==> config.mk <==
export PLATFORM = sky130hd
export DESIGN_NAME = ism_top
export DESIGN_NICKNAME = d
export VERILOG_FILES = /design/src/ism_pkg.sv /design/src/ism_line_map.sv /design/src/ism_arbiter.sv /design/src/ism_top.sv
export SDC_FILE = /design/constraint.sdc
export NUM_CORES = 1
export LEC_CHECK = 0
export ABC_CLOCK_PERIOD_IN_PS = 25500
export BUFFER_PORTS_ARGS = -buffer_cell sky130_fd_sc_hd__buf_4
export CAP_MARGIN = 20
export CORE_ASPECT_RATIO = 1.4
export CORE_MARGIN = 5
export CORE_UTILIZATION = 44
export DETAILED_ROUTE_END_ITERATION = 6
export HOLD_SLACK_MARGIN = 0.15
export PLACE_DENSITY = 0.73
export SLEW_MARGIN = 20
export SYNTH_ARGS = -nofsm -noshare
export SYNTH_HDL_FRONTEND = slang
export SYNTH_SLANG_ARGS = --single-unit
==> constraint.sdc <==
create_clock -name clock -period 25.5 [get_ports clock]
set_input_delay 5.1 -clock clock [delete_from_list [all_inputs] [get_ports clock]]
set_output_delay 5.1 -clock clock [all_outputs]
set_load 0.02 [all_outputs]
==> src/ism_pkg.sv <==
// package: register map, field layout, line map and carrier types of the irq source mapping block
package ism_pkg;
    localparam int          NUM_LINES  = 32;
    localparam int          PRIO_W     = 2;
    localparam int          MASK_W     = 3;
    localparam int          VEC_W      = 6;
    localparam int          SYNC_W     = 6;
    // lines 0, 8..12, 16..21, 24..26, 30, 31 are wired; the rest stay dark
    localparam logic [31:0] LINE_VALID = 32'hC73F_1F01;
    localparam logic [7:0]  OFS_STATUS = 8'h00;
    localparam logic [7:0]  OFS_ENABLE = 8'h04;
    localparam logic [7:0]  OFS_CLEAR  = 8'h08;
    localparam logic [7:0]  OFS_SWSET  = 8'h0C;
    localparam logic [7:0]  OFS_PRIO_L = 8'h10;
    localparam logic [7:0]  OFS_PRIO_H = 8'h14;
    localparam logic [7:0]  OFS_MASK   = 8'h18;
    localparam logic [7:0]  OFS_RAW    = 8'h1C;
    localparam logic [7:0]  OFS_EXC    = 8'h20;
    localparam logic [31:0] RST_ENABLE = 32'h0000_0000;
    localparam logic [63:0] RST_PRIO   = 64'h0000_0000_0000_0000;
    localparam logic [2:0]  RST_MASK   = 3'h0;
    // vector numbers handed to the core for the two system exceptions
    localparam logic [5:0]  VEC_EXC0   = 6'h20;
    localparam logic [5:0]  VEC_EXC1   = 6'h21;
    localparam int          L_START0   = 0;
    localparam int          L_START8   = 8;
    localparam int          L_START12  = 12;
    localparam int          L_T16A     = 16;
    localparam int          L_T16B     = 17;
    localparam int          L_T32A     = 18;
    localparam int          L_T32B     = 19;
    localparam int          L_SPI      = 20;
    localparam int          L_UART     = 21;
    localparam int          L_ADC      = 24;
    localparam int          L_WDT      = 25;
    localparam int          L_BOD      = 26;
    localparam int          L_GPIO1    = 30;
    localparam int          L_GPIO0    = 31;

    typedef struct packed {
        logic [2:0] timer16_first;
        logic [1:0] timer16_second;
        logic [3:0] timer32_first;
        logic [3:0] timer32_second;
        logic       timer32_second_cap0;
        logic [3:0] serial_periph_ctrl;   // txhalf, rxhalf, rxtimeout, rxoverrun
        logic       rx_line_status_irq;
        logic       tx_holding_empty_irq;
        logic       rx_data_avail_irq;
        logic       char_timeout_irq;
        logic       autobaud_end_irq;
        logic       autobaud_timeout_irq;
        logic       adc_end_of_conv;
        logic       watchdog_irq;
        logic       brownout_detector;
        logic       gpio_port1_irq;
        logic       gpio_port0_irq;
    } ism_src_t;

    typedef struct packed {
        logic       port0_pin0;
        logic [3:0] port0_pin8_11;        // bit k is port 0 pin 8+k
        logic       port1_pin0;
    } ism_pins_t;

    typedef struct packed {
        logic        psel;
        logic        penable;
        logic        pwrite;
        logic [7:0]  paddr;
        logic [31:0] pwdata;
    } ism_apb_req_t;

    typedef struct packed {
        logic [31:0] enable;
        logic [31:0] pending;
        logic [63:0] prio;
        logic [2:0]  mask;
        logic [1:0]  exc_pend;
        logic [31:0] prdata;
        logic        pready;
        logic        pslverr;
        logic        req;
        logic [5:0]  vec;
        logic        irq_out;
    } ism_state_t;
endpackage

==> src/ism_line_map.sv <==
// source to line mapping with wake-up pin synchronisers
`timescale 1ns/1ps
module ism_line_map (
    input  wire logic              clock,    // system clock
    input  wire logic              sys_rst,  // async reset, active high
    input  wire ism_pkg::ism_src_t src,      // peripheral sources, same clock
    input  wire ism_pkg::ism_pins_t pins,    // wake-up pins, asynchronous
    output logic [31:0]            lines     // raw request lines
);
    typedef struct packed {
        logic [5:0] s1;
        logic [5:0] s2;
    } ism_sync_t;

    ism_sync_t st_r;
    ism_sync_t st_nxt;

    always_comb begin
        st_nxt    = st_r;
        st_nxt.s1 = pins;
        st_nxt.s2 = st_r.s1;
    end

    always_ff @(posedge clock or posedge sys_rst) begin
        if (sys_rst) begin
            st_r <= '0;
        end else begin
            st_r <= st_nxt;
        end
    end

    // each line is the or of its sources; unlisted lines stay zero
    always_comb begin
        lines = 32'h0000_0000;
        lines[ism_pkg::L_START0] = st_r.s2[5];
        lines[ism_pkg::L_START8 +: 4] = st_r.s2[4:1];
        lines[ism_pkg::L_START12] = st_r.s2[0];
        lines[ism_pkg::L_T16A] = |src.timer16_first;
        lines[ism_pkg::L_T16B] = |src.timer16_second;
        lines[ism_pkg::L_T32A] = |src.timer32_first;
        lines[ism_pkg::L_T32B] = (|src.timer32_second) | src.timer32_second_cap0;
        lines[ism_pkg::L_SPI] = |src.serial_periph_ctrl;
        lines[ism_pkg::L_UART] = src.rx_line_status_irq | src.tx_holding_empty_irq
            | src.rx_data_avail_irq | src.char_timeout_irq
            | src.autobaud_end_irq | src.autobaud_timeout_irq;
        lines[ism_pkg::L_ADC] = src.adc_end_of_conv;
        lines[ism_pkg::L_WDT] = src.watchdog_irq;
        lines[ism_pkg::L_BOD] = src.brownout_detector;
        lines[ism_pkg::L_GPIO1] = src.gpio_port1_irq;
        lines[ism_pkg::L_GPIO0] = src.gpio_port0_irq;
    end
endmodule

==> src/ism_arbiter.sv <==
// picks the winning request among eligible lines and exceptions
`timescale 1ns/1ps
module ism_arbiter (
    input  wire logic [31:0] pend_en,  // pending and enabled lines
    input  wire logic [63:0] prio,     // two bits per line
    input  wire logic [2:0]  mask,     // current masking level
    input  wire logic [1:0]  exc,      // pending system exceptions
    output logic             any,      // something wins
    output logic [5:0]       vec       // winning vector
);
    logic [31:0] elig;

    // a line passes only when its level, counted from one, exceeds the mask
    genvar g;
    generate
        for (g = 0; g < ism_pkg::NUM_LINES; g++) begin : g_elig
            assign elig[g] = pend_en[g] && ({1'b0, prio[2*g +: 2]} + 3'h1 > mask);
        end
    endgenerate

    always_comb begin
        logic [2:0] best;
        best = 3'h0;
        any  = 1'b0;
        vec  = 6'h00;
        // descending scan with >= lets the lower line number win a tie
        for (int i = ism_pkg::NUM_LINES - 1; i >= 0; i--) begin
            if (elig[i] && ({1'b0, prio[2*i +: 2]} >= best || !any)) begin
                best = {1'b0, prio[2*i +: 2]};
                any  = 1'b1;
                vec  = 6'(i);
            end
        end
        // exceptions sit above every line and ignore the mask
        if (exc[1]) begin
            any = 1'b1;
            vec = ism_pkg::VEC_EXC1;
        end
        if (exc[0]) begin
            any = 1'b1;
            vec = ism_pkg::VEC_EXC0;
        end
    end
endmodule

==> src/ism_top.sv <==
// irq source mapping: apb registers, pending state and request to the core
`timescale 1ns/1ps
// Summary of operation
// - thirty-two vectored lines, numbered 0 to 31
// - four priority levels, mask at or below level
// - system exceptions handled above peripheral lines
// - line is or of its sources
// - lines 0 and 8-12 follow wake-up pins
// - only wired lines; reserved lines never assert
// - timer matches and capture on lines 16-19
// - serial peripheral sources or onto line 20
// - uart sources or onto line 21
// - adc 24, watchdog 25, brown-out 26
// - gpio port 1 on 30, port 0 on 31
module ism_top (
    input  wire logic                  clock,     // system clock, 40 MHz
    input  wire logic                  sys_rst,   // async reset, active high
    input  wire logic                  psel,      // apb select
    input  wire logic                  penable,   // apb access phase
    input  wire logic                  pwrite,    // apb write
    input  wire logic [7:0]            paddr,     // apb byte address
    input  wire logic [31:0]           pwdata,    // apb write data
    output logic [31:0]                prdata,    // apb read data
    output logic                       pready,    // apb ready
    output logic                       pslverr,   // apb error, unmapped
    input  wire ism_pkg::ism_src_t     src,       // peripheral sources
    input  wire ism_pkg::ism_pins_t    pins,      // wake-up pins
    input  wire logic [1:0]            sys_exc,   // system exception events
    input  wire logic                  irq_ack,   // core takes vector, pulse
    output logic                       irq_req,   // request to core
    output logic [5:0]                 irq_vec,   // vector of request
    output logic                       irq_out    // enabled status bit set
);
    ism_pkg::ism_state_t   st_r;
    ism_pkg::ism_state_t   st_nxt;
    ism_pkg::ism_apb_req_t bus;
    logic [31:0]           raw;
    logic                  arb_any;
    logic [5:0]            arb_vec;
    logic                  wr_en;
    logic                  setup;
    logic [31:0]           clr_bits;
    logic [31:0]           set_bits;
    logic [1:0]            exc_clr;

    assign bus = '{psel: psel, penable: penable, pwrite: pwrite, paddr: paddr, pwdata: pwdata};

    ism_line_map u_map (
        .clock   (clock),
        .sys_rst (sys_rst),
        .src     (src),
        .pins    (pins),
        .lines   (raw)
    );

    ism_arbiter u_arb (
        .pend_en (st_r.pending & st_r.enable),
        .prio    (st_r.prio),
        .mask    (st_r.mask),
        .exc     (st_r.exc_pend),
        .any     (arb_any),
        .vec     (arb_vec)
    );

    // write lands only at the access edge where ready is seen
    assign wr_en = bus.psel && bus.penable && st_r.pready && bus.pwrite;
    assign setup = bus.psel && !bus.penable;

    always_comb begin
        st_nxt   = st_r;
        clr_bits = 32'h0000_0000;
        set_bits = raw & ism_pkg::LINE_VALID;
        exc_clr  = 2'h0;
        if (wr_en && bus.paddr == ism_pkg::OFS_CLEAR) begin
            clr_bits = bus.pwdata;
        end
        if (wr_en && bus.paddr == ism_pkg::OFS_SWSET) begin
            set_bits = set_bits | (bus.pwdata & ism_pkg::LINE_VALID);
        end
        if (wr_en && bus.paddr == ism_pkg::OFS_EXC) begin
            exc_clr = bus.pwdata[1:0];
        end
        // acknowledge retires the vector that was offered
        if (irq_ack && st_r.req) begin
            if (st_r.vec == ism_pkg::VEC_EXC0) begin
                exc_clr[0] = 1'b1;
            end else if (st_r.vec == ism_pkg::VEC_EXC1) begin
                exc_clr[1] = 1'b1;
            end else begin
                clr_bits[st_r.vec[4:0]] = 1'b1;
            end
        end
        // a set arriving with its clear survives
        st_nxt.pending  = (st_r.pending & ~clr_bits) | set_bits;
        st_nxt.exc_pend = (st_r.exc_pend & ~exc_clr) | sys_exc;
        if (wr_en) begin
            unique case (bus.paddr)
                ism_pkg::OFS_ENABLE: st_nxt.enable = bus.pwdata & ism_pkg::LINE_VALID;
                ism_pkg::OFS_PRIO_L: st_nxt.prio[31:0] = bus.pwdata;
                ism_pkg::OFS_PRIO_H: st_nxt.prio[63:32] = bus.pwdata;
                ism_pkg::OFS_MASK:   st_nxt.mask = bus.pwdata[2:0];
                default: ;
            endcase
        end
        // zero-wait slave: answer prepared in setup, shown in access
        st_nxt.pready  = setup;
        st_nxt.pslverr = 1'b0;
        st_nxt.prdata  = 32'h0000_0000;
        if (setup) begin
            unique case (bus.paddr)
                ism_pkg::OFS_STATUS: st_nxt.prdata = st_r.pending;
                ism_pkg::OFS_ENABLE: st_nxt.prdata = st_r.enable;
                ism_pkg::OFS_CLEAR:  st_nxt.prdata = 32'h0000_0000;
                ism_pkg::OFS_SWSET:  st_nxt.prdata = 32'h0000_0000;
                ism_pkg::OFS_PRIO_L: st_nxt.prdata = st_r.prio[31:0];
                ism_pkg::OFS_PRIO_H: st_nxt.prdata = st_r.prio[63:32];
                ism_pkg::OFS_MASK:   st_nxt.prdata = {29'h0000_0000, st_r.mask};
                ism_pkg::OFS_RAW:    st_nxt.prdata = raw & ism_pkg::LINE_VALID;
                ism_pkg::OFS_EXC:    st_nxt.prdata = {30'h0000_0000, st_r.exc_pend};
                default:             st_nxt.pslverr = 1'b1;
            endcase
        end
        st_nxt.req     = arb_any;
        st_nxt.vec     = arb_vec;
        st_nxt.irq_out = |(st_r.pending & st_r.enable);
    end

    always_ff @(posedge clock or posedge sys_rst) begin
        if (sys_rst) begin
            st_r        <= '0;
            st_r.enable <= ism_pkg::RST_ENABLE;
            st_r.prio   <= ism_pkg::RST_PRIO;
            st_r.mask   <= ism_pkg::RST_MASK;
        end else begin
            st_r <= st_nxt;
        end
    end

    assign prdata  = st_r.prdata;
    assign pready  = st_r.pready;
    assign pslverr = st_r.pslverr;
    assign irq_req = st_r.req;
    assign irq_vec = st_r.vec;
    assign irq_out = st_r.irq_out;
endmodule

# ---- Yosys cells after proc, flatten, opt, wreduce, memory -nomap -nowiden
# Index checks and enable logic that the tools add are counted.
dict set report totals {
  reg_bits 172
  latchBits 0
  ramBits 0
  mem_bits_ro 0
  out_inout_bits 42
  mem_count 0
}
dict set report op_classes {
  addsub 32
  n_mul 0
  div_mod_pow 0
  n_lt_le_gt_ge 65
  n_eq_ne 10
  shift 0
  mux 115
  n_bitwise 15
  reduce_logical 147
}
# op count
set ops {}
lappend ops {{$pmux W32 S7} 1}
lappend ops {{$mux W32} 6}
lappend ops {{$mux W5} 32}
lappend ops {{$add A2 B1 Y3 const B} 32}
lappend ops {{$gt A3 B3 Y1} 32}
lappend ops {{$or A32 B32 Y32} 3}
lappend ops {{$logic_and A1 B1 Y1} 72}
lappend ops {{$mux W2} 33}
lappend ops {{$and A32 B32 Y32} 2}
lappend ops {{$ge A2 B2 Y1} 31}
lappend ops {{$mux W1} 40}
lappend ops {{$eq A8 B5 Y1 const B} 4}
lappend ops {{$logic_not A1 Y1} 32}
lappend ops {{$not A32 Y32} 1}
lappend ops {{$reduce_or A32 Y1} 1}
lappend ops {{$logic_or A1 B1 Y1} 31}
lappend ops {{$eq A8 B4 Y1 const B} 2}
lappend ops {{$eq A6 B6 Y1 const B} 2}
lappend ops {{$mux W6} 2}
lappend ops {{$reduce_or A4 Y1} 3}
lappend ops {{$reduce_or A9 Y1} 1}
lappend ops {{$eq A8 B3 Y1 const B} 1}
lappend ops {{$eq A8 B6 Y1 const B} 1}
lappend ops {{$logic_not A8 Y1} 1}
lappend ops {{10 further kinds} 18}

# ---- Depth between registers and ports, before layout
# Gate-level depths: netlist (run 1).
dict set report logic_depth {
  word_depth 130
  depth_mapped 110
  depth_no_buf 110
}

# ---- Hierarchy
# From an unflattened synthesis (run 1), not the netlist that was laid out.
dict set report unflattened {
  hier_cells 1492
  hier_area_um2 14435.1
}
# module n_inst cells_per_inst area_each_um2 seq_area_each_um2
set modules_own_cells {}
lappend modules_own_cells {ism_top 1 603 7589.8 4003.8}
lappend modules_own_cells {ism_arbiter 1 845 6333.6 0.0}
lappend modules_own_cells {ism_line_map 1 44 511.7 300.3}

# ---- Least setup slack after synthesis (run 1)
# Ideal clock, no wire load.
dict set report synth_timing {
  path_kind {flip-flop to flip-flop}
  startpoint {reg, netlist name st_r[46]}
  endpoint {reg st_r (netlist bit irq_vec[4])}
  setup_time_ns 0.101
  t_arrival_ns 18.969
  required_time_ns 25.399
  path_slack_ns 6.430
  path_stages_with_launch 106
  n_path_buf 0
  synth_period_minus_slack_ns 19.070
  cell_sequence {dfrtp_1 -> inv_1 -> ha_1 -> o211ai_2 -> a21oi_2 -> nand3_1 -> inv_1 -> ha_1 -> nand2b_1 -> a21oi_1 -> nor3_1 -> o2bb2ai_1 -> ha_1 -> nand2b_1 -> a21oi_1 -> o21ai_2 -> a21o_1 -> and2_1 -> [70 not listed] -> nand2b_1 -> a21oi_1 -> a21o_1 -> nor2_1 -> a41oi_2 -> ha_1 -> nand2b_1 -> a221oi_1 -> nor2_1 -> inv_1 -> mux2_2 -> ha_1 -> nand2b_1 -> a21oi_1 -> a21o_1 -> nor2b_1 -> nand2_1 -> nor4_1}
}
dict set report synth_between {
  elab_chain_cells 129
}
# item line
set synth_rtl {}
lappend synth_rtl {{$gt A3 B3 Y1} ism_arbiter.sv:17} ;# assign elig[g] = pend_en[g] && ({1'b0, prio[2*g +: 2]} + 3'h1 > mask);
lappend synth_rtl {{$logic_and A1 B1 Y1} ism_arbiter.sv:17}
lappend synth_rtl {{$mux W2 / $mux W1 (equally long branches)} ism_arbiter.sv:28} ;# if (elig[i] && ({1'b0, prio[2*i +: 2]} >= best || !any)) begin
lappend synth_rtl {{$ge A2 B2 Y1 / $logic_not A1 Y1 (equally long branches)} ism_arbiter.sv:28}
lappend synth_rtl {{$logic_or A1 B1 Y1} ism_arbiter.sv:28}
lappend synth_rtl {{$logic_and A1 B1 Y1} ism_arbiter.sv:28}
lappend synth_rtl {{$mux W2 / $mux W1 (equally long branches)} ism_arbiter.sv:28}
lappend synth_rtl {{$ge A2 B2 Y1 / $logic_not A1 Y1 (equally long branches)} ism_arbiter.sv:28}
lappend synth_rtl {{[114 not listed]} n/a}
lappend synth_rtl {{$mux W2 / $mux W1 (equally long branches)} ism_arbiter.sv:28}
lappend synth_rtl {{$ge A2 B2 Y1 / $logic_not A1 Y1 (equally long branches)} ism_arbiter.sv:28}
lappend synth_rtl {{$logic_or A1 B1 Y1} ism_arbiter.sv:28}
lappend synth_rtl {{$logic_and A1 B1 Y1} ism_arbiter.sv:28}
lappend synth_rtl {{$mux W5 (*)} ism_arbiter.sv:28}
lappend synth_rtl {{$mux W6 (*)} ism_arbiter.sv:35} ;# if (exc[1]) begin
lappend synth_rtl {{$mux W6 (*)} ism_arbiter.sv:39} ;# if (exc[0]) begin
lappend synth_rtl {{named net arb_vec[4]} ism_top.sv:39} ;# logic [5:0] arb_vec;
lappend synth_rtl {{end signal: assignment} ism_top.sv:135} ;# st_r <= st_nxt;
lappend synth_rtl {{end: declaration} ism_top.sv:34} ;# ism_pkg::ism_state_t st_r;
# Mark *: on every way through the listed nets, which the timed path passes. The rest lies on a longest branch.
# A chain may end at the register's enable or synchronous reset.

# ---- Worst setup path in the final report (run 1)
dict set report layout_timing {
  startpoint {reg, netlist name st_r[109]}
  endpoint {reg st_r (netlist bit irq_vec[2])}
}
dict set report layout_between {
  elab_chain_cells 130
}
# item line
set layout_rtl {}
lappend layout_rtl {{$add A2 B1 Y3} ism_arbiter.sv:17}
lappend layout_rtl {{$gt A3 B3 Y1} ism_arbiter.sv:17}
lappend layout_rtl {{$logic_and A1 B1 Y1} ism_arbiter.sv:17}
lappend layout_rtl {{$mux W2 / $mux W1 (equally long branches)} ism_arbiter.sv:28}
lappend layout_rtl {{$ge A2 B2 Y1 / $logic_not A1 Y1 (equally long branches)} ism_arbiter.sv:28}
lappend layout_rtl {{$logic_or A1 B1 Y1} ism_arbiter.sv:28}
lappend layout_rtl {{$logic_and A1 B1 Y1} ism_arbiter.sv:28}
lappend layout_rtl {{$mux W2 / $mux W1 (equally long branches)} ism_arbiter.sv:28}
lappend layout_rtl {{[115 not listed]} n/a}
lappend layout_rtl {{$mux W2 / $mux W1 (equally long branches)} ism_arbiter.sv:28}
lappend layout_rtl {{$ge A2 B2 Y1 / $logic_not A1 Y1 (equally long branches)} ism_arbiter.sv:28}
lappend layout_rtl {{$logic_or A1 B1 Y1} ism_arbiter.sv:28}
lappend layout_rtl {{$logic_and A1 B1 Y1} ism_arbiter.sv:28}
lappend layout_rtl {{$mux W5 (*)} ism_arbiter.sv:28}
lappend layout_rtl {{$mux W6 (*)} ism_arbiter.sv:35}
lappend layout_rtl {{$mux W6 (*)} ism_arbiter.sv:39}
lappend layout_rtl {{named net arb_vec[2]} ism_top.sv:39}
# Marked as above.

==> impl_metrics.prom, run 1 <==
# TYPE chip_impl_metric gauge
chip_impl_info{name="run_status",value="complete, but fails checks"} 1
chip_impl_info{name="failed_checks",value="DRC"} 1
chip_impl_metric{name="final_layout_size_suffix_gt1_share",unit="%"} 27.9
chip_impl_info{name="cp-end-kind",value="flop"} 1
chip_impl_info{name="holdCritPathClass",value="flop to flop"} 1
chip_impl_metric{name="max_freq",unit="MHz"} 46.8
chip_impl_metric{name="post-place-ws",unit="ns"} 4.33
chip_impl_info{name="min_to",value="u_map.lines[8]"} 1
chip_impl_metric{name="peakVddDrop",unit="uV"} 47.0
chip_impl_metric{name="worst_ep_required_time",unit="ns"} 25.84
chip_impl_info{name="layout_commonest_cell",value="sky130_fd_sc_hd__dfrtp_1"} 1
chip_impl_metric{name="core_area",unit="mm2"} 0.0240
chip_impl_metric{name="holdPathStages",unit=""} 0
chip_impl_metric{name="timing.reg2reg.worst_path_depth",unit=""} 107
chip_impl_metric{name="worst_case_clock_skew",unit="ns"} 0.00828
chip_impl_metric{name="synthAdderAreaFrac",unit="%"} 11.7
chip_impl_metric{name="avgRoutedWirePerCell",unit="um"} 22.5
chip_impl_metric{name="synthCells",unit=""} 1017
chip_impl_metric{name="synthMuxAreaShare",unit="%"} 9.72
chip_impl_metric{name="synthDistinctLibCells",unit=""} 88
chip_impl_metric{name="max_cap_viol_count",unit=""} 0
chip_impl_metric{name="antennaDiodeCount",unit=""} 0
chip_impl_metric{name="finish.cell_count_without_fillers",unit=""} 1419
chip_impl_info{name="rr_startpoint",value="st_r[109]"} 1
chip_impl_metric{name="route.vias.total",unit=""} 8860
chip_impl_metric{name="post_synth_xor_xnor_area",unit="%"} 0
chip_impl_info{name="layout.cells.most_common_list",value="172 x sky130_fd_sc_hd__dfrtp_1, 136 x sky130_fd_sc_hd__buf_4, 100 x sky130_fd_sc_hd__ha_1"} 1
chip_impl_metric{name="area_delta_synth_final",unit="%"} 15.0
chip_impl_metric{name="post-route-drc-count",unit=""} 1
chip_impl_metric{name="wl",unit="mm"} 31.9
chip_impl_metric{name="synth_compound_area_share",unit="%"} 19.7
chip_impl_info{name="timing.critical_path.from_type",value="flop"} 1
chip_impl_metric{name="grt_max_degree",unit=""} 69
chip_impl_metric{name="clock_insertion_delay_worst_skew",unit="ns"} 0.43
chip_impl_metric{name="cts.path.max_buffers",unit=""} 2
chip_impl_metric{name="syn-mean-instance-area",unit="um2"} 10.5
chip_impl_metric{name="number_of_flip_flops_and_latches_in_the_synthesized_netlist",unit=""} 172
chip_impl_metric{name="grt_overflow_total",unit=""} 0
chip_impl_metric{name="drt_first_pass_iters",unit=""} 7
chip_impl_metric{name="tns",unit="ns"} 0
chip_impl_metric{name="ctsResizeCount",unit=""} 0
chip_impl_metric{name="critPathMaxFanout",unit=""} 8
chip_impl_info{name="cpMostUsedCell",value="sky130_fd_sc_hd__ha_1"} 1
chip_impl_info{name="holdCritStartpoint",value="u_map.st_nxt[1]"} 1
chip_impl_metric{name="chipHeight",unit="um"} 195
chip_impl_metric{name="die_width",unit="um"} 142
chip_impl_metric{name="ff_latch_area",unit="mm2"} 0.00430
chip_impl_metric{name="n_fill_cell",unit=""} 2170
chip_impl_metric{name="h-tree-depth",unit=""} 4
chip_impl_metric{name="die_area",unit="mm2"} 0.0276
chip_impl_metric{name="footprint_of_the_multi_input_gates",unit="mm2"} 0.00582
chip_impl_metric{name="syn_nets",unit=""} 1200
chip_impl_metric{name="fin_util",unit="%"} 51.3
chip_impl_info{name="root_buffer",value="sky130_fd_sc_hd__clkbuf_16"} 1
chip_impl_metric{name="postCtsHoldBufs",unit=""} 0
chip_impl_metric{name="setup_violations",unit=""} 0
chip_impl_metric{name="via_count_of_the_first_global_routing_pass",unit=""} 8938
chip_impl_metric{name="worst_ep_arrival_time",unit="ns"} 21.69
chip_impl_info{name="crit_type",value="flop to flop"} 1
chip_impl_metric{name="sequential_to_total_area_share_from_yosys_stat",unit="%"} 40.2
chip_impl_metric{name="netlist_area_before_placement",unit="mm2"} 0.0107
chip_impl_metric{name="row_count",unit=""} 67
chip_impl_metric{name="worst_path_largest_cell_delay",unit="ns"} 0.45
chip_impl_metric{name="worstMarginPinSlew",unit="ns"} 0.930
chip_impl_info{name="grt_setup_unrepaired",value="false"} 1
chip_impl_metric{name="timing.final.crit_period",unit="ns"} 21.35
chip_impl_metric{name="lkg_pwr",unit="uW"} 0.00589
chip_impl_metric{name="timing.final.hold_violations",unit=""} 0
chip_impl_metric{name="cts_post_setup_buffers_inserted",unit=""} 0
chip_impl_metric{name="synth-edff-count",unit=""} 0
chip_impl_metric{name="top_level_ports",unit=""} 125
chip_impl_metric{name="layout.nets",unit=""} 1279
chip_impl_metric{name="timing.final.max_slew_violations",unit=""} 0
chip_impl_metric{name="cts_inserted_buffers",unit=""} 17
chip_impl_metric{name="port_buffers",unit=""} 124
chip_impl_metric{name="tritoncts_num_sinks",unit=""} 172
chip_impl_info{name="r2r_end",value="irq_vec[2]"} 1
chip_impl_metric{name="ant_nets",unit=""} 0
chip_impl_metric{name="grt_first_pass_wirelength",unit="mm"} 49.7
chip_impl_metric{name="worst_case_headroom_to_the_max_slew_limit",unit="%"} 38.0
chip_impl_metric{name="clk_transition_reported_paths",unit="ns"} 0.07
chip_impl_metric{name="rd_place_congestion",unit=""} 0.943
chip_impl_metric{name="synth-simple-area-share",unit="%"} 13.2
chip_impl_metric{name="final.setup.worst_slack",unit="ns"} 4.15
chip_impl_metric{name="ys_async_sr_fraction",unit="%"} 100
chip_impl_metric{name="global_route.usage.total",unit="%"} 23.0
chip_impl_metric{name="floorplan.initialDensity",unit="%"} 44.6
chip_impl_metric{name="detailedPlacementHpwl",unit="mm"} 23.4
chip_impl_info{name="tritoncts_clock_tree",value="yes"} 1
chip_impl_metric{name="via_per_inst",unit=""} 6.24
chip_impl_metric{name="synth_warnings",unit=""} 0
chip_impl_metric{name="number_of_antenna_violations_at_the_first_check_in_global_routing",unit=""} 1
chip_impl_info{name="cp_slowest_cell",value="sky130_fd_sc_hd__dfrtp_1"} 1
chip_impl_metric{name="detailedRoute.firstIterationViolations",unit=""} 839
chip_impl_metric{name="power_per_cell_area",unit="mW/mm2"} 47.6
chip_impl_metric{name="period_share",unit="%"} 83.7
chip_impl_metric{name="dpl.cell_count",unit=""} 1387
chip_impl_info{name="main_combinational_cell_family_by_area_after_synthesis",value="compound AO/OA/AOI/OAI gates"} 1
chip_impl_metric{name="worst-r2r-setup-slack",unit="ns"} 4.15
chip_impl_info{name="synth_ff_type",value="sky130_fd_sc_hd__dfrtp_1"} 1
-- critical path: cells and delay by family, from the launching register on --
kind	cells	cell delay [ns]
buffers and inverters	4	0.29
DFF	1	0.45
AOI/OAI and AO/OA	45	9.18
muxes	6	2.15
adders and majority gates	18	4.69
and+or+nand+nor	34	4.45
-- state kept, by name, summed over array words and instances (netlist names) --
register / flops
pslverr: 1
st_r: 118
u_map.st_nxt: 6
irq_vec: 6
u_map.lines: 6
prdata: 32
pready: 1
irq_out: 1
irq_req: 1
-- report_power, final --
part / internal (uW) / total [uW] / leakage (uW) / switching (uW)
combinational: 12.2 / 29.0 / 0.00333 / 16.8
sequential: 275 / 277 / 0.00225 / 2.21
clock: 172 / 280 / 0.000308 / 107
-- metrics by stage --
stage / cell area, um2 / total power (uW) / hold slack, ns
2_1_floorplan: 10700 / 293 / 0.331
3_3_place_gp: 11700 / 311 / 0.333
3_5_place_dp: 11700 / 312 / 0.335
4_1_cts: 12300 / 589 / 0.349
5_1_grt: 12300 / 603 / 0.352
6_report: 12300 / 586 / 0.348
-- kinds of logic (layout without fill, tap and decap cells) --
group | count (synthesis) | count (layout)
compound gates | 292 | 292
mux | 92 | 92
fa+ha+maj | 100 | 100
simple gates | 248 | 248
flops | 172 | 172
buf+inv | 113 | 205
-- routing by layer --
layer	up-vias	GRT usage, %	part of all wire [%]
li1	3963	-	-
met1	4422	28.1	39
met2	378	38.8	50
met3	95	3.76	6.5
met4	2	12.2	4.8
met5	-	0	0.041
-- how the worst max path moves through the flow --
stage	startpoint	slack (ns)	endpoint
floorplan	st_r[46]	6.43	irq_vec[4]
global placement	st_r[109]	4.94	irq_vec[2]
detailed placement	st_r[109]	4.33	irq_vec[2]
CTS	st_r[109]	4.29	irq_vec[2]
global route	st_r[109]	2.43	irq_vec[2]
finish	st_r[109]	4.15	irq_vec[2]
-- synthesized netlist by cell type, drive strengths merged, types with 19 or more instances --
| master | instances | area (um2) |
|---|---|---|
| o21ai | 56 | 303 |
| a22oi | 25 | 193 |
| a31oi | 28 | 181 |
| a222oi | 24 | 240 |
| inv | 37 | 139 |
| clkbuf | 29 | 109 |
| nand2 | 56 | 210 |
| nor3 | 19 | 110 |
| nor2b | 21 | 139 |
| nand2b | 20 | 125 |
| nor2 | 50 | 209 |
| dfrtp | 172 | 4300 |
| a21oi | 76 | 395 |
| ha | 100 | 1250 |
| buf | 47 | 334 |
| mux2 | 89 | 1010 |
| nand3 | 24 | 125 |
-- final cells by class --
cell class / instances / area share [%]
clock inverters: 9 / 1.29
repair buffers: 136 / 8.29
flip-flops and latches: 172 / 35.0
well taps: 310 / 3.15
clock buffers: 23 / 3.88
multi-input cells: 732 / 47.3
inverters: 37 / 1.17
(Power assumes the default switching activity.)
==> inputs of run 2 (changes only) <==
Settings changed: ABC_CLOCK_PERIOD_IN_PS 25500 to 19800.
Clock period 25.5 ns to 19.8 ns, I/O delays scaled along.
==> impl_metrics.prom, run 2 (synthesis gave the netlist of run 1 again) <==
# TYPE chip_impl_metric gauge
chip_impl_info{name="tritoncts_clock_tree",value="yes"} 1
chip_impl_metric{name="area_delta_synth_final",unit="%"} 22.0
chip_impl_metric{name="global_route.usage.total",unit="%"} 23.8
chip_impl_metric{name="floorplan.initialDensity",unit="%"} 44.6
chip_impl_metric{name="largest_register_ffs",unit=""} 118
chip_impl_metric{name="row_count",unit=""} 67
chip_impl_info{name="run_status",value="finished clean"} 1
chip_impl_info{name="timing.critical_path.from_type",value="flop"} 1
chip_impl_metric{name="rd_place_congestion",unit=""} 0.959
chip_impl_metric{name="detailedPlacementHpwl",unit="mm"} 23.6
chip_impl_metric{name="max_freq",unit="MHz"} 52.2
chip_impl_metric{name="post-place-ws",unit="ns"} -0.348
chip_impl_metric{name="drt_first_pass_iters",unit=""} 7
chip_impl_info{name="r2r_end",value="irq_vec[4]"} 1
chip_impl_metric{name="post-route-drc-count",unit=""} 0
chip_impl_metric{name="timing.final.crit_period",unit="ns"} 19.17
chip_impl_metric{name="timing.final.max_slew_violations",unit=""} 0
chip_impl_info{name="layout_commonest_cell",value="sky130_fd_sc_hd__buf_4"} 1
chip_impl_metric{name="worst_case_clock_skew",unit="ns"} 0.00941
chip_impl_metric{name="grt_max_degree",unit=""} 98
chip_impl_metric{name="clk_transition_reported_paths",unit="ns"} 0.07
chip_impl_metric{name="antennaDiodeCount",unit=""} 0
chip_impl_metric{name="h-tree-depth",unit=""} 4
chip_impl_metric{name="ant_nets",unit=""} 0
chip_impl_metric{name="fin_util",unit="%"} 54.5
chip_impl_info{name="crit_type",value="flop to flop"} 1
chip_impl_metric{name="use_met1",unit="%"} 28.2
chip_impl_metric{name="use_met3",unit="%"} 4.52
chip_impl_metric{name="setup_violations",unit=""} 0
chip_impl_metric{name="worst_ep_arrival_time",unit="ns"} 19.52
chip_impl_info{name="critPathCapture",value="irq_vec[4]"} 1
chip_impl_info{name="cp-end-kind",value="flop"} 1
chip_impl_metric{name="worst_case_headroom_to_the_max_slew_limit",unit="%"} 35.3
chip_impl_metric{name="period_share",unit="%"} 96.8
chip_impl_metric{name="chipHeight",unit="um"} 195
chip_impl_metric{name="cts.path.max_buffers",unit=""} 2
chip_impl_metric{name="final_layout_size_suffix_gt1_share",unit="%"} 35.3
chip_impl_metric{name="via_per_inst",unit=""} 6.17
chip_impl_metric{name="wl",unit="mm"} 33.5
chip_impl_metric{name="max_cap_viol_count",unit=""} 0
chip_impl_info{name="root_buffer",value="sky130_fd_sc_hd__clkbuf_16"} 1
chip_impl_metric{name="detailedRoute.firstIterationViolations",unit=""} 920
chip_impl_metric{name="timing.reg2reg.worst_path_depth",unit=""} 103
chip_impl_metric{name="layout.nets",unit=""} 1328
chip_impl_metric{name="final.setup.worst_slack",unit="ns"} 0.632
chip_impl_metric{name="power_per_cell_area",unit="mW/mm2"} 55.6
chip_impl_info{name="critPathLaunch",value="st_r[109]"} 1
chip_impl_metric{name="timing.final.hold_violations",unit=""} 0
chip_impl_metric{name="top_level_ports",unit=""} 125
chip_impl_info{name="top_usage_layer",value="met2"} 1
chip_impl_metric{name="critPathMaxFanout",unit=""} 6
chip_impl_metric{name="core_area",unit="mm2"} 0.0240
chip_impl_metric{name="route.vias.total",unit=""} 9053
chip_impl_metric{name="avgRoutedWirePerCell",unit="um"} 22.8
chip_impl_info{name="rr_startpoint",value="st_r[109]"} 1
chip_impl_info{name="register_bank_with_the_most_flops",value="st_r"} 1
chip_impl_info{name="cpMostUsedCell",value="sky130_fd_sc_hd__ha_1"} 1
chip_impl_info{name="cp_slowest_cell",value="sky130_fd_sc_hd__dfrtp_1"} 1
chip_impl_metric{name="grt_overflow_total",unit=""} 0
chip_impl_metric{name="grt_first_pass_wirelength",unit="mm"} 50.8
chip_impl_metric{name="clock_insertion_delay_worst_skew",unit="ns"} 0.44
chip_impl_metric{name="peakVddDrop",unit="uV"} 76.8
chip_impl_metric{name="die_width",unit="um"} 142
chip_impl_info{name="holdCritPathClass",value="flop to flop"} 1
chip_impl_metric{name="via_count_of_the_first_global_routing_pass",unit=""} 9070
chip_impl_metric{name="worst_ep_required_time",unit="ns"} 20.15
chip_impl_metric{name="die_area",unit="mm2"} 0.0276
chip_impl_metric{name="port_buffers",unit=""} 124
chip_impl_metric{name="grtUsageMet2",unit="%"} 40.3
chip_impl_metric{name="number_of_antenna_violations_at_the_first_check_in_global_routing",unit=""} 0
chip_impl_metric{name="lkg_pwr",unit="uW"} 0.00628
chip_impl_info{name="layout.cells.most_common_list",value="184 x sky130_fd_sc_hd__buf_4, 172 x sky130_fd_sc_hd__dfrtp_1, 96 x sky130_fd_sc_hd__ha_1"} 1
chip_impl_metric{name="worstMarginPinSlew",unit="ns"} 0.971
chip_impl_metric{name="cts_inserted_buffers",unit=""} 17
chip_impl_metric{name="tritoncts_num_sinks",unit=""} 172
chip_impl_metric{name="worst-r2r-setup-slack",unit="ns"} 0.63
chip_impl_metric{name="worst_path_largest_cell_delay",unit="ns"} 0.42
-- run 2: changes by cell type in the layout (fill, tap and decap cells not counted), moves of 4 or more --
cell | before | now
sky130_fd_sc_hd__a21oi_1 | 72 | 59
sky130_fd_sc_hd__a21oi_2 | 4 | 10
sky130_fd_sc_hd__a21oi_4 | 0 | 7
sky130_fd_sc_hd__buf_4 | 136 | 184
sky130_fd_sc_hd__ha_1 | 100 | 96
sky130_fd_sc_hd__ha_4 | 0 | 4
sky130_fd_sc_hd__nand2_1 | 56 | 52
sky130_fd_sc_hd__nand2_2 | 0 | 4
sky130_fd_sc_hd__nand2b_1 | 20 | 12
sky130_fd_sc_hd__nand2b_4 | 0 | 8
-- run 2: worst min path at each step --
stage | start | endpoint | slack [ns] | cells past startpoint
final | u_map.st_nxt[0] | u_map.lines[12] | 0.35 | 0
after global routing | u_map.st_nxt[3] | u_map.lines[10] | 0.36 | 0
after CTS | u_map.st_nxt[0] | u_map.lines[12] | 0.35 | 0
after detailed placement | u_map.st_nxt[0] | u_map.lines[12] | 0.34 | 0
after global placement | u_map.st_nxt[3] | u_map.lines[10] | 0.34 | 0
after floorplan | u_map.st_nxt[5] | u_map.lines[0] | 0.33 | 0
-- run 2: area by class of cell --
type | instances | area (um2)
inverter | 37 | 144
timing repair buffer | 185 | 1390
tap | 310 | 388
multi-input combinational | 732 | 6250
sequential | 172 | 4300
clock inverter | 8 | 82.6
clock buffer | 24 | 502
fill | 2142 | 10900
-- run 2: worst max-delay path: cells and delay by family, from the launching register on --
kind	cells	cell delay, ns
DFF	1	0.42
muxes	5	1.57
and+or+nand+nor	25	3.37
adders and majority gates	18	4.93
buffers and inverters	6	0.60
AOI/OAI and AO/OA	49	8.14
-- run 2: power breakdown --
group          total (uW)  switching [uW]  internal (uW)  leakage, uW
clock                 332             142            190     0.000275
combinational        37.7            21.7           16.0      0.00375
sequential            357            2.87            354      0.00225
total                 727             166            561      0.00628
-- run 2: layer usage --
metal / wire length, um / vias up
met5: 0 / -
met3: 2280 / 94
met2: 17000 / 387
met4: 1720 / 0
li1: - / 4064
met1: 12500 / 4508
-- run 2: repair_timing --
item,in CTS,in global routing
buffers inserted,9,34
hold buffers,0,0
pin swaps,3,44
endpoints found under the setup margin,5,5
resized for setup,7,69
-- run 2: per-stage QoR --
stage	total power, uW	cell area, um2	std cells	setup TNS [ns]	hold slack (ns)
2_1_floorplan	377	10700	1017	0	0.331
3_3_place_gp	400	11700	1393	0	0.336
3_5_place_dp	401	11700	1393	-1.40	0.336
4_1_cts	730	12400	1434	0	0.351
5_1_grt	751	13100	1468	-1.15	0.356
6_report	727	13100	1468	0	0.351
